===== config.mk =====
export PLATFORM = sky130hd
export DESIGN_NAME = host_port_pin_mux_irq
export DESIGN_NICKNAME = d
export VERILOG_FILES = /design/src/rtl/host_pin_mux_pkg.sv /design/src/rtl/host_port_pin_mux_irq.sv
export VERILOG_INCLUDE_DIRS = /design/src /design/src/rtl
export SDC_FILE = /design/constraint.sdc
export NUM_CORES = 1
export LEC_CHECK = 0
export BUFFER_PORTS_ARGS = -buffer_cell sky130_fd_sc_hd__buf_2
export CAP_MARGIN = 20
export CORE_MARGIN = 5
export CORE_UTILIZATION = 40
export DETAILED_ROUTE_END_ITERATION = 10
export GPL_TIMING_DRIVEN = 0
export PLACE_DENSITY = 0.68
export SETUP_SLACK_MARGIN = 0.1
export SYNTH_ARGS = -nofsm -noshare
export SYNTH_HDL_FRONTEND = slang
export SYNTH_SLANG_ARGS = --single-unit

===== constraint.sdc =====
create_clock -name clk -period 1.5 [get_ports clk]
set_input_delay 0.075 -clock clk [delete_from_list [all_inputs] [get_ports clk]]
set_output_delay 0.075 -clock clk [all_outputs]
set_load 0.01 [all_outputs]

===== src/rtl/host_pin_mux_params.svh =====
// Constants for the host pin multiplexer and report interrupt.
// Assumes a single 100 MHz core clock and registered pin pads.
//
// Behaviour
// - Interrupt pin low while any report waits.
// - No reports pending: interrupt pin released, pulled up.
// - Each read consumes one; release after last.
// - LIN mode: interrupt pin may enable transceiver.
// - Two-wire mode: pin A is data line.
// - Four-wire mode: pin A is clock input.
// - LIN mode: pin A is receive input.
// - Two-wire mode: pin B is clock line.
// - Four-wire mode: pin B is select, low.
// - LIN mode: pin B is transmit output.
// - Three pulled-up general purpose pins, host configured.
// - GP1 may be hsync, GP2 frame sync.
// - Master reset low acts asynchronously, resets all.
`ifndef HOST_PIN_MUX_PARAMS_SVH
`define HOST_PIN_MUX_PARAMS_SVH

// ---------------------------------------------------------------
// Pin positions in the synchronised input vector
// ---------------------------------------------------------------
`define PIN_A 0
`define PIN_B 1
`define PIN_C 2
`define PIN_D 3
`define PIN_GP0 4
`define PIN_NUM 7

// ---------------------------------------------------------------
// Reset values and timing
// ---------------------------------------------------------------
`define SYNC_RST_VAL 7'h7F
`define STRAP_SETTLE_CYC 3'h3
`define GP_HSYNC_IDX 1
`define GP_VSYNC_IDX 2

`endif


===== src/rtl/host_pin_mux_pkg.sv =====
// Types shared by the host pin multiplexer.
// Assumes the core protocol engines attach through these structs.
package host_pin_mux_pkg;

  // ---------------------------------------------------------------
  // Communication modes
  // ---------------------------------------------------------------
  typedef enum logic [1:0] {
    MODE_TWO_WIRE,
    MODE_FOUR_WIRE,
    MODE_LIN,
    MODE_NONE
  } host_mode_e;

  // Receive-side signals handed to the protocol engines
  typedef struct packed {
    logic sda;
    logic scl;
    logic sck;
    logic sck_rise;
    logic sck_fall;
    logic ss_n;
    logic mosi;
    logic lin_rx;
  } host_rx_s;

  // Transmit-side requests from the protocol engines
  typedef struct packed {
    logic sda_low;
    logic miso;
    logic lin_tx;
    logic lin_transceiver_enable;
  } host_tx_s;

endpackage


===== src/rtl/host_port_pin_mux_irq.sv =====
// Host pin function selection and report-pending interrupt.
// Assumes pads resolve in/out/oe; core supplies mode and requests.
`timescale 1ns/1ps
`default_nettype none
`include "host_pin_mux_params.svh"

module host_port_pin_mux_irq #(
  parameter int CNT_W = 4
) (
  // Clock and resets
  input wire logic clk,
  input wire logic sys_rst,
  input wire logic master_reset_n,
  // Mode and options from configuration
  input wire host_pin_mux_pkg::host_mode_e mode,
  input wire logic lin_en_sel,
  input wire logic hsync_sel,
  input wire logic vsync_sel,
  // Report queue events
  input wire logic report_push,
  input wire logic report_consumed,
  // Protocol engine side
  input wire host_pin_mux_pkg::host_tx_s tx,
  output host_pin_mux_pkg::host_rx_s rx,
  output logic [CNT_W-1:0] pending_count,
  output logic two_wire_address_strap,
  output logic two_wire_mode_strap_n,
  // General purpose pins, core side
  input wire logic [2:0] gp_out,
  input wire logic [2:0] gp_dir,
  output logic [2:0] gp_in,
  output logic hsync,
  output logic external_frame_sync,
  // Interrupt pin, open drain
  input wire logic report_pending_irq_n_in,
  output logic report_pending_irq_n_out,
  output logic report_pending_irq_n_oe,
  // Pin A
  input wire logic host_serial_data_line_in,
  output logic host_serial_data_line_out,
  output logic host_serial_data_line_oe,
  // Pin B
  input wire logic host_serial_clock_line_in,
  output logic host_serial_clock_line_out,
  output logic host_serial_clock_line_oe,
  // Pin C, address strap or data in
  input wire logic pin_c_in,
  output logic pin_c_out,
  output logic pin_c_oe,
  // Pin D, mode strap or data out
  input wire logic pin_d_in,
  output logic pin_d_out,
  output logic pin_d_oe,
  // General purpose pins
  input wire logic [2:0] gp_pin_in,
  output logic [2:0] gp_pin_out,
  output logic [2:0] gp_pin_oe
);

  // ---------------------------------------------------------------
  // Input synchronisers
  // ---------------------------------------------------------------
  logic [`PIN_NUM-1:0] pin_raw;
  logic [`PIN_NUM-1:0] sync1_ff;
  logic [`PIN_NUM-1:0] sync2_ff;
  logic sck_prev_ff;

  assign pin_raw = {gp_pin_in, pin_d_in, pin_c_in,
                    host_serial_clock_line_in, host_serial_data_line_in};

  // Two flops; first stage read only by second
  always_ff @(posedge clk or negedge master_reset_n)
  begin
    if (!master_reset_n)
    begin
      sync1_ff <= `SYNC_RST_VAL;
      sync2_ff <= `SYNC_RST_VAL;
    end
    else if (sys_rst)
    begin
      sync1_ff <= `SYNC_RST_VAL;
      sync2_ff <= `SYNC_RST_VAL;
    end
    else
    begin
      sync1_ff <= pin_raw;
      sync2_ff <= sync1_ff;
    end
  end

  // Previous host clock level for edge finding; resets high like the
  // pulled-up idle pin, so no false edge follows reset
  always_ff @(posedge clk or negedge master_reset_n)
  begin
    if (!master_reset_n)
      sck_prev_ff <= 1'b1;
    else if (sys_rst)
      sck_prev_ff <= 1'b1;
    else
      sck_prev_ff <= sync2_ff[`PIN_A];
  end

  // ---------------------------------------------------------------
  // Pending report counter
  // ---------------------------------------------------------------
  logic [CNT_W-1:0] cnt_ff;
  logic [CNT_W-1:0] nxt_cnt;
  logic cnt_full;

  assign cnt_full = &cnt_ff;

  // Push and consume together cancel; neither is lost
  always_comb
  begin
    nxt_cnt = cnt_ff;
    if (report_push && !report_consumed && !cnt_full)
      nxt_cnt = cnt_ff + 1'b1;
    else if (report_consumed && !report_push && cnt_ff != '0)
      nxt_cnt = cnt_ff - 1'b1;
  end

  always_ff @(posedge clk or negedge master_reset_n)
  begin
    if (!master_reset_n)
      cnt_ff <= '0;
    else if (sys_rst)
      cnt_ff <= '0;
    else
      cnt_ff <= nxt_cnt;
  end

  assign pending_count = cnt_ff;

  // ---------------------------------------------------------------
  // Interrupt / transceiver enable pin
  // ---------------------------------------------------------------
  logic irq_oe_ff;

  // Level output from next count so it tracks the counter exactly;
  // a level lets the host catch reports still queued.
  always_ff @(posedge clk or negedge master_reset_n)
  begin
    if (!master_reset_n)
      irq_oe_ff <= 1'b0;
    else if (sys_rst)
      irq_oe_ff <= 1'b0;
    else if (mode == host_pin_mux_pkg::MODE_LIN && lin_en_sel)
      irq_oe_ff <= !tx.lin_transceiver_enable;
    else
      irq_oe_ff <= (nxt_cnt != '0);
  end

  assign report_pending_irq_n_out = 1'b0;
  assign report_pending_irq_n_oe = irq_oe_ff;

  // ---------------------------------------------------------------
  // Shared pins A..D
  // ---------------------------------------------------------------
  logic a_oe_ff;
  logic b_out_ff;
  logic b_oe_ff;
  logic d_out_ff;
  logic d_oe_ff;

  // Output drive per mode; unknown mode releases every pin
  always_ff @(posedge clk or negedge master_reset_n)
  begin
    if (!master_reset_n)
    begin
      a_oe_ff <= 1'b0;
      b_out_ff <= 1'b1;
      b_oe_ff <= 1'b0;
      d_out_ff <= 1'b0;
      d_oe_ff <= 1'b0;
    end
    else if (sys_rst)
    begin
      a_oe_ff <= 1'b0;
      b_out_ff <= 1'b1;
      b_oe_ff <= 1'b0;
      d_out_ff <= 1'b0;
      d_oe_ff <= 1'b0;
    end
    else
    begin
      a_oe_ff <= 1'b0;
      b_out_ff <= 1'b1;
      b_oe_ff <= 1'b0;
      d_out_ff <= 1'b0;
      d_oe_ff <= 1'b0;
      case (mode)
        host_pin_mux_pkg::MODE_TWO_WIRE:
        begin
          a_oe_ff <= tx.sda_low;
        end
        host_pin_mux_pkg::MODE_FOUR_WIRE:
        begin
          // Data out only while selected, so a shared bus stays free
          d_out_ff <= tx.miso;
          d_oe_ff <= !sync2_ff[`PIN_B];
        end
        host_pin_mux_pkg::MODE_LIN:
        begin
          b_out_ff <= tx.lin_tx;
          b_oe_ff <= 1'b1;
        end
        default:
        begin
          a_oe_ff <= 1'b0;
        end
      endcase
    end
  end

  assign host_serial_data_line_out = 1'b0;
  assign host_serial_data_line_oe = a_oe_ff;
  assign host_serial_clock_line_out = b_out_ff;
  assign host_serial_clock_line_oe = b_oe_ff;
  assign pin_c_out = 1'b0;
  assign pin_c_oe = 1'b0;
  assign pin_d_out = d_out_ff;
  assign pin_d_oe = d_oe_ff;

  // ---------------------------------------------------------------
  // Receive-side demultiplex
  // ---------------------------------------------------------------
  host_pin_mux_pkg::host_rx_s rx_ff;
  logic is_2w;
  logic is_4w;
  logic is_lin;

  assign is_2w = (mode == host_pin_mux_pkg::MODE_TWO_WIRE);
  assign is_4w = (mode == host_pin_mux_pkg::MODE_FOUR_WIRE);
  assign is_lin = (mode == host_pin_mux_pkg::MODE_LIN);

  // Inactive sda, scl, ss_n and lin_rx idle high, sck, its edges and mosi low, so engines see no traffic
  always_ff @(posedge clk or negedge master_reset_n)
  begin
    if (!master_reset_n)
      rx_ff <= '{sda: 1'b1, scl: 1'b1, sck: 1'b0, sck_rise: 1'b0,
                 sck_fall: 1'b0, ss_n: 1'b1, mosi: 1'b0, lin_rx: 1'b1};
    else if (sys_rst)
      rx_ff <= '{sda: 1'b1, scl: 1'b1, sck: 1'b0, sck_rise: 1'b0,
                 sck_fall: 1'b0, ss_n: 1'b1, mosi: 1'b0, lin_rx: 1'b1};
    else
    begin
      rx_ff.sda <= is_2w ? sync2_ff[`PIN_A] : 1'b1;
      rx_ff.scl <= is_2w ? sync2_ff[`PIN_B] : 1'b1;
      rx_ff.sck <= is_4w && sync2_ff[`PIN_A];
      rx_ff.sck_rise <= is_4w && sync2_ff[`PIN_A] && !sck_prev_ff;
      rx_ff.sck_fall <= is_4w && !sync2_ff[`PIN_A] && sck_prev_ff;
      rx_ff.ss_n <= is_4w ? sync2_ff[`PIN_B] : 1'b1;
      rx_ff.mosi <= is_4w && sync2_ff[`PIN_C];
      rx_ff.lin_rx <= is_lin ? sync2_ff[`PIN_A] : 1'b1;
    end
  end

  assign rx = rx_ff;

  // ---------------------------------------------------------------
  // Strap capture after reset release
  // ---------------------------------------------------------------
  logic [2:0] strap_cnt_ff;
  logic addr_strap_ff;
  logic mode_strap_n_ff;

  // Wait for synchronisers to fill before sampling the straps
  always_ff @(posedge clk or negedge master_reset_n)
  begin
    if (!master_reset_n)
    begin
      strap_cnt_ff <= 3'h0;
      addr_strap_ff <= 1'b0;
      mode_strap_n_ff <= 1'b1;
    end
    else if (sys_rst)
    begin
      strap_cnt_ff <= 3'h0;
      addr_strap_ff <= 1'b0;
      mode_strap_n_ff <= 1'b1;
    end
    else if (strap_cnt_ff != `STRAP_SETTLE_CYC)
    begin
      strap_cnt_ff <= strap_cnt_ff + 3'h1;
      if (strap_cnt_ff == `STRAP_SETTLE_CYC - 3'h1)
      begin
        addr_strap_ff <= sync2_ff[`PIN_C];
        mode_strap_n_ff <= sync2_ff[`PIN_D];
      end
    end
  end

  assign two_wire_address_strap = addr_strap_ff;
  assign two_wire_mode_strap_n = mode_strap_n_ff;

  // ---------------------------------------------------------------
  // General purpose pins
  // ---------------------------------------------------------------
  logic [2:0] gp_sync_sel;
  logic [2:0] gp_out_ff;
  logic [2:0] gp_oe_ff;
  logic [2:0] gp_in_ff;
  logic hsync_ff;
  logic vsync_ff;

  assign gp_sync_sel = {vsync_sel, hsync_sel, 1'b0};

  // Per pin: sync selection forces input so the display can drive
  genvar gi;
  generate
    for (gi = 0; gi < 3; gi++)
    begin : g_gp
      always_ff @(posedge clk or negedge master_reset_n)
      begin
        if (!master_reset_n)
        begin
          gp_out_ff[gi] <= 1'b1;
          gp_oe_ff[gi] <= 1'b0;
          gp_in_ff[gi] <= 1'b1;
        end
        else if (sys_rst)
        begin
          gp_out_ff[gi] <= 1'b1;
          gp_oe_ff[gi] <= 1'b0;
          gp_in_ff[gi] <= 1'b1;
        end
        else
        begin
          gp_out_ff[gi] <= gp_out[gi];
          gp_oe_ff[gi] <= gp_dir[gi] && !gp_sync_sel[gi];
          gp_in_ff[gi] <= sync2_ff[`PIN_GP0+gi];
        end
      end
    end
  endgenerate

  // Sync outputs hold low when not selected
  always_ff @(posedge clk or negedge master_reset_n)
  begin
    if (!master_reset_n)
    begin
      hsync_ff <= 1'b0;
      vsync_ff <= 1'b0;
    end
    else if (sys_rst)
    begin
      hsync_ff <= 1'b0;
      vsync_ff <= 1'b0;
    end
    else
    begin
      hsync_ff <= hsync_sel && sync2_ff[`PIN_GP0+`GP_HSYNC_IDX];
      vsync_ff <= vsync_sel && sync2_ff[`PIN_GP0+`GP_VSYNC_IDX];
    end
  end

  assign gp_pin_out = gp_out_ff;
  assign gp_pin_oe = gp_oe_ff;
  assign gp_in = gp_in_ff;
  assign hsync = hsync_ff;
  assign external_frame_sync = vsync_ff;

endmodule
`default_nettype wire


==> metrics.txt, run 1 <==
Slew @ Worst Pin ~0.51 ns; Crit. End Element flip-flop; CTS Buf Count 5; I/O pins 63; crit path DAT between 1.5 and 2 ns; Placed Area 2400 um2; CP Cell Sequence inv_2, ha_4, or3b_4, buf_4, nand2_2, nor2_1, a221oi_2, nor2_1; Synth Area per Inst 12.5 um2; failing checks setup timing; sequential-to-total area share from yosys stat 0.637; Initial Utilization 0.416; R2R setup slack -0.15 ns; core area 4750 um2; Antenna Violating Nets Remaining 0; CP Launch Type flip-flop; Power Density 1000 nW/um2; largest stage delay on the critical path 0.45 ns; ys async rst share 1.00; pin count of the biggest net entering global routing 50; Lkg Pwr 1.33 nW; Clock Skews 0.00805 ns; gr usage total 0.136; port bufs 57; Required @ worst endpoint between 1.5 and 2 ns; clk root buf clkbuf_8; Clock Sinks 49; Max Fclk 605 MHz; most frequent cells in the layout buf_2 (57), dfstp_2 (27), or2_2 (21); outcome finished, violations left; peak supply drop just over 0.6 mV; top cells by area, synth dfstp_2 (36%), dfrtp_1 (28%), or2_2 (6.6%); Setup CP Type reg2reg; final setup margin -0.152 ns; Remaining Overflow, GRT 0; ys flop type dfstp_2; layout cells sized above 1 0.585; GRT busiest layer met2; fin nets 290; die width roughly 80 um; Post-Layout Inst Area 2830 um2; routed len/inst 12.4 um; clk buf depth 2; vias in the first global route 1455; met3 usage 0.0348; Initial DRC Count 90; cell mode on critical path nor2_1; Pre-antenna DRT Iters 4; synth warn 0; Antenna Cells 0; final setup fails 3; htree depth 2; fin crit period approximately 1.7 ns; Post-synth EDFFs 0; height of the die 80.3 um; Mapped Cells 158; Yosys reg bits 49; vias post-DR 1440; Routed WL about 4000 um; met2 Track Usage GR 0.218; critical path peak fanout 4; unrepaired setup endpoints after global routing true; Post-Syn Area 1980 um2; area grow syn2layout 43.1%; Inst Count DP 285; final worst path period share 1.10; slew margin rel. 0.663; area share of the largest cell type after synthesis 0.359; Slew Limit Fails 0; CTS tree done; final-report hold violation count 0; min-delay worst type in2reg; initial antenna violation count 0; DP HPWL between 2000 and 3000 um; die area roughly 6500 um2; Rows 25; Synth area leader dfstp_2; met1 global-route usage 0.169; clock-pin slew on the worst setup and hold paths around 0.080 ns; MaxCap Viol Count 0; global placer's final weighted congestion 0.804; DRC Markers 0; most common cell after layout, fill and taps aside buf_2; later-pin clock latency in the skew report around 0.3 ns; first-pass GRT wire length 6690 um; Via density 4.43; final cell count without fillers 325; Cell variety after synth 38; Critical Path Slowest Stage Cell dfrtp_2
-- registers in the layout, indices dropped and copies added (netlist names), 3 cells and up --
signal / count
pending_count: 4
rx: 8
gp_pin_oe: 3
gp_pin_out: 3
sync2_ff: 7
gp_in: 3
strap_cnt_ff: 3
sync1_ff: 7
-- path summary, 6_finish.rpt --
kind / end / from / cells after the start
max: pending_count[1] / pending_count[1] / 8
min in group asynchronous: host_serial_data_line_oe / master_reset_n / 2
min reg2reg: external_frame_sync / sync2_ff[6] / 2
max in group asynchronous: sync1_ff[4] / master_reset_n / 3
min: gp_pin_oe[0] / gp_dir[0] / 2
max reg2reg: pending_count[1] / pending_count[1] / 8
-- layer usage --
layer  up-vias  share of wire
li1        704              -
met1       688           0.43
met2        41           0.50
met3         7          0.062
met4         0          0.017
met5         -              0
-- power by group --
part / total [mW] / switching [mW] / internal [mW]
registers: 1.47 / 0.0432 / 1.42
logic: 0.628 / 0.285 / 0.343
clock network: 0.747 / 0.425 / 0.322
-- critical path, delay by kind of cell, from the launching register on --
family          cells  cell delay, ns
compound gates      1            0.17
fa+ha+maj           1            0.12
flops               1            0.45
buf+inv             2            0.23
simple gates        4            0.57
-- repair_timing --
action | in CTS | in global routing
hold buffers | 18 | 0
endpoints found under the hold margin | 40 | 0
resized for setup | 5 | 5
buffers inserted | 9 | 5
gates cloned | 0 | 0
setup endpoints to repair | 6 | 9
pin swaps | 4 | 2
-- cell families (layout without fill, tap and decap cells) --
group,Yosys count,after routing,synth area share
adder cells (fa/ha/maj),5,5,0.0316
AO/OA/AOI/OAI,12,12,0.0506
XOR/XNOR,2,2,0.00886
buffers and inverters,15,112,0.0398
other,1,4,0.00190
AND/OR/NAND/NOR,71,71,0.215
flip-flops,49,49,0.637
multiplexers,3,3,0.0152
-- synthesized netlist by cell type (2+ instances only) --
cell / instances
dfstp_2: 27
dfrtp_1: 22
or2_2: 21
nor2_1: 15
inv_1: 6
ha_1: 5
nor2b_1: 5
nor3b_1: 5
and2_1: 4
buf_4: 4
clkbuf_1: 4
nand2_1: 4
mux2i_1: 3
nand3b_1: 3
a21oi_1: 2
a311oi_1: 2
nand2b_1: 2
nand4_1: 2
o21a_1: 2
or4_1: 2
-- layout make-up --
| cell class | instances | area (um2) |
|---|---|---|
| multi-input combinational | 97 | 728 |
| clock inverter | 3 | 17.5 |
| timing repair buffer | 89 | 591 |
| fill | 395 | 1920 |
| tap | 67 | 83.8 |
| buffer | 9 | 56.3 |
| clock buffer | 5 | 68.8 |
| sequential | 49 | 1260 |
| inverter | 6 | 22.5 |
-- metrics by stage --
stage	power (mW)	setup slack, ns	hold WS (ns)	TNS, ns	util
final	2.84	-0.152	0.0207	-0.412	0.595
after global routing	3.03	-0.236	0.00311	-0.704	0.595
after CTS	2.82	-0.148	0.00920	-0.285	0.580
after detailed placement	1.95	-0.245	0.257	-0.473	0.505
after global placement	1.94	-0.245	0.252	-0.455	0.505
after floorplan	1.79	-0.136	-0.221	-0.224	-
No activity file was read; power rests on OpenSTA's default activity.
==> run 2: changes to the inputs <==
- BUFFER_PORTS_ARGS: -buffer_cell sky130_fd_sc_hd__buf_2 -> unset
- DONT_BUFFER_PORTS: unset -> 1
- PLACE_DENSITY: 0.68 -> unset
==> metrics.txt, run 2 (synthesis results as in run 1) <==
max reg flops 8; largest stage delay on the critical path 0.48 ns; Initial DRC Count 73; clk buf depth 2; clk root buf clkbuf_8; final setup margin -0.209 ns; Routed WL 3990 um; die area 6450 um2; CP Cell Sequence inv_2, ha_4, or3b_4, a22oi_4, nand2_2, a31oi_1, a311oi_1; Power Density between 1000 and 1500 nW/um2; Pre-antenna DRT Iters 4; Setup CP Type reg2reg; core area 4750 um2; outcome finished, violations left; I/O pins 63; min-delay worst type in2reg; die width 80.3 um; vias post-DR approximately 1300; Lkg Pwr 1.12 nW; Critical Path Slowest Stage Cell dfrtp_2; family with the most delay on the worst path flip-flops; area grow syn2layout 32.4%; layout cells sized above 1 0.433; global placer's final weighted congestion 0.759; later-pin clock latency in the skew report around 0.3 ns; gr usage total 0.133; Fin Setup TNS -0.469 ns; DP HPWL 2630 um; failing checks setup timing; Worst Path Buf+Inv 1; height of the die 80.3 um; Remaining Overflow, GRT 0; first-pass GRT wire length approximately 6500 um; vias in the first global route 1387; crit path DAT 1.87 ns; final worst path period share 1.14; most common cell after layout, fill and taps aside dfstp_2; MaxCap Viol Count 0; pin count of the biggest net entering global routing 50; Slew Limit Fails 0; Antenna Violating Nets Remaining 0; Clock Skews 0.00344 ns; Max Fclk 585 MHz; htree depth 2; fin crit period approximately 1.7 ns; clock-pin slew on the worst setup and hold paths 0.09 ns; DRC Markers 0; peak supply drop 0.777 mV; CTS Buf Count 5; routed len/inst 14.8 um; final setup fails 3; hold slack approximately 0.013 ns; Rows 25; Via density 4.74; Antenna Cells 0; Initial Utilization 0.416; total power 3.08 mW; Required @ worst endpoint 1.66 ns; Crit. End Element flip-flop; critical path peak fanout 6; final-report hold violation count 0; fin nets 235; CTS tree done; port bufs 0; CP Launch Type flip-flop; initial antenna violation count 0; Clock Sinks 49; unrepaired setup endpoints after global routing true; most frequent cells in the layout dfstp_2 (27), dlygate4sd3_1 (25), or2_2 (21)
run 2: cell count changes in the layout (fill, tap and decap cells not counted), moves of 2 or more:
cell           before  now
buf_2              57    0
dlygate4sd3_1      18   25
buf_4              15   11
bufinv_16           0    2
run 2: cell type report:
cell class                 instances  area [um2]
clock inverter                     3        65.1
buffer                             9        56.3
inverter                           6        22.5
sequential                        49        1260
clock buffer                       5        68.8
multi-input combinational         97         719
tap                               67        83.8
fill                             422        2130
timing repair buffer              34         342
run 2: repair_timing:
action,CTS,global route
gates resized for setup,6,1
hold buffers,26,0
pin swaps,5,4
setup endpoints to repair,6,6
hold endpoints to repair,73,0
buffers inserted,7,1
run 2: worst paths after layout:
| path | startpoint | to | slack, ns | cells after the start |
|---|---|---|---|---|
| max | pending_count[1] | report_pending_irq_n_oe | -0.21 | 7 |
| min | mode[1] | pin_d_oe | 0.01 | 2 |
| max reg2reg | pending_count[1] | report_pending_irq_n_oe | -0.21 | 7 |
| min reg2reg | sck_prev_ff | rx[4] | 0.50 | 1 |
| max in group asynchronous | master_reset_n | sck_prev_ff | 0.96 | 2 |
| min in group asynchronous | master_reset_n | host_serial_clock_line_oe | 0.27 | 2 |
run 2: stage by stage:
stage / instance area (um2) / util / worst slack (ns) / cells
after floorplan: 2030 / - / -0.136 / 161
final: 2620 / 0.551 / -0.209 / 270
after global routing: 2620 / 0.551 / -0.300 / 270
after CTS: 2610 / 0.549 / -0.213 / 269
after global placement: 2110 / 0.445 / -0.318 / 228
after detailed placement: 2110 / 0.445 / -0.338 / 228
run 2: layer usage:
| layer | global-route usage | vias up | part of all wire |
|---|---|---|---|
| met2 | 0.226 | 44 | 0.51 |
| met4 | 0.0507 | 0 | 0.013 |
| met3 | 0.0572 | 7 | 0.084 |
| met1 | 0.148 | 631 | 0.39 |
| li1 | - | 597 | - |
| met5 | 0 | - | 0 |
run 2: power breakdown:
| part | switching [mW] | internal (mW) | leakage, nW |
|---|---|---|---|
| sequential | 0.0807 | 1.42 | 0.577 |
| combinational | 0.219 | 0.272 | 0.478 |
| clock | 0.422 | 0.662 | 0.0681 |
| total | 0.722 | 2.36 | 1.12 |
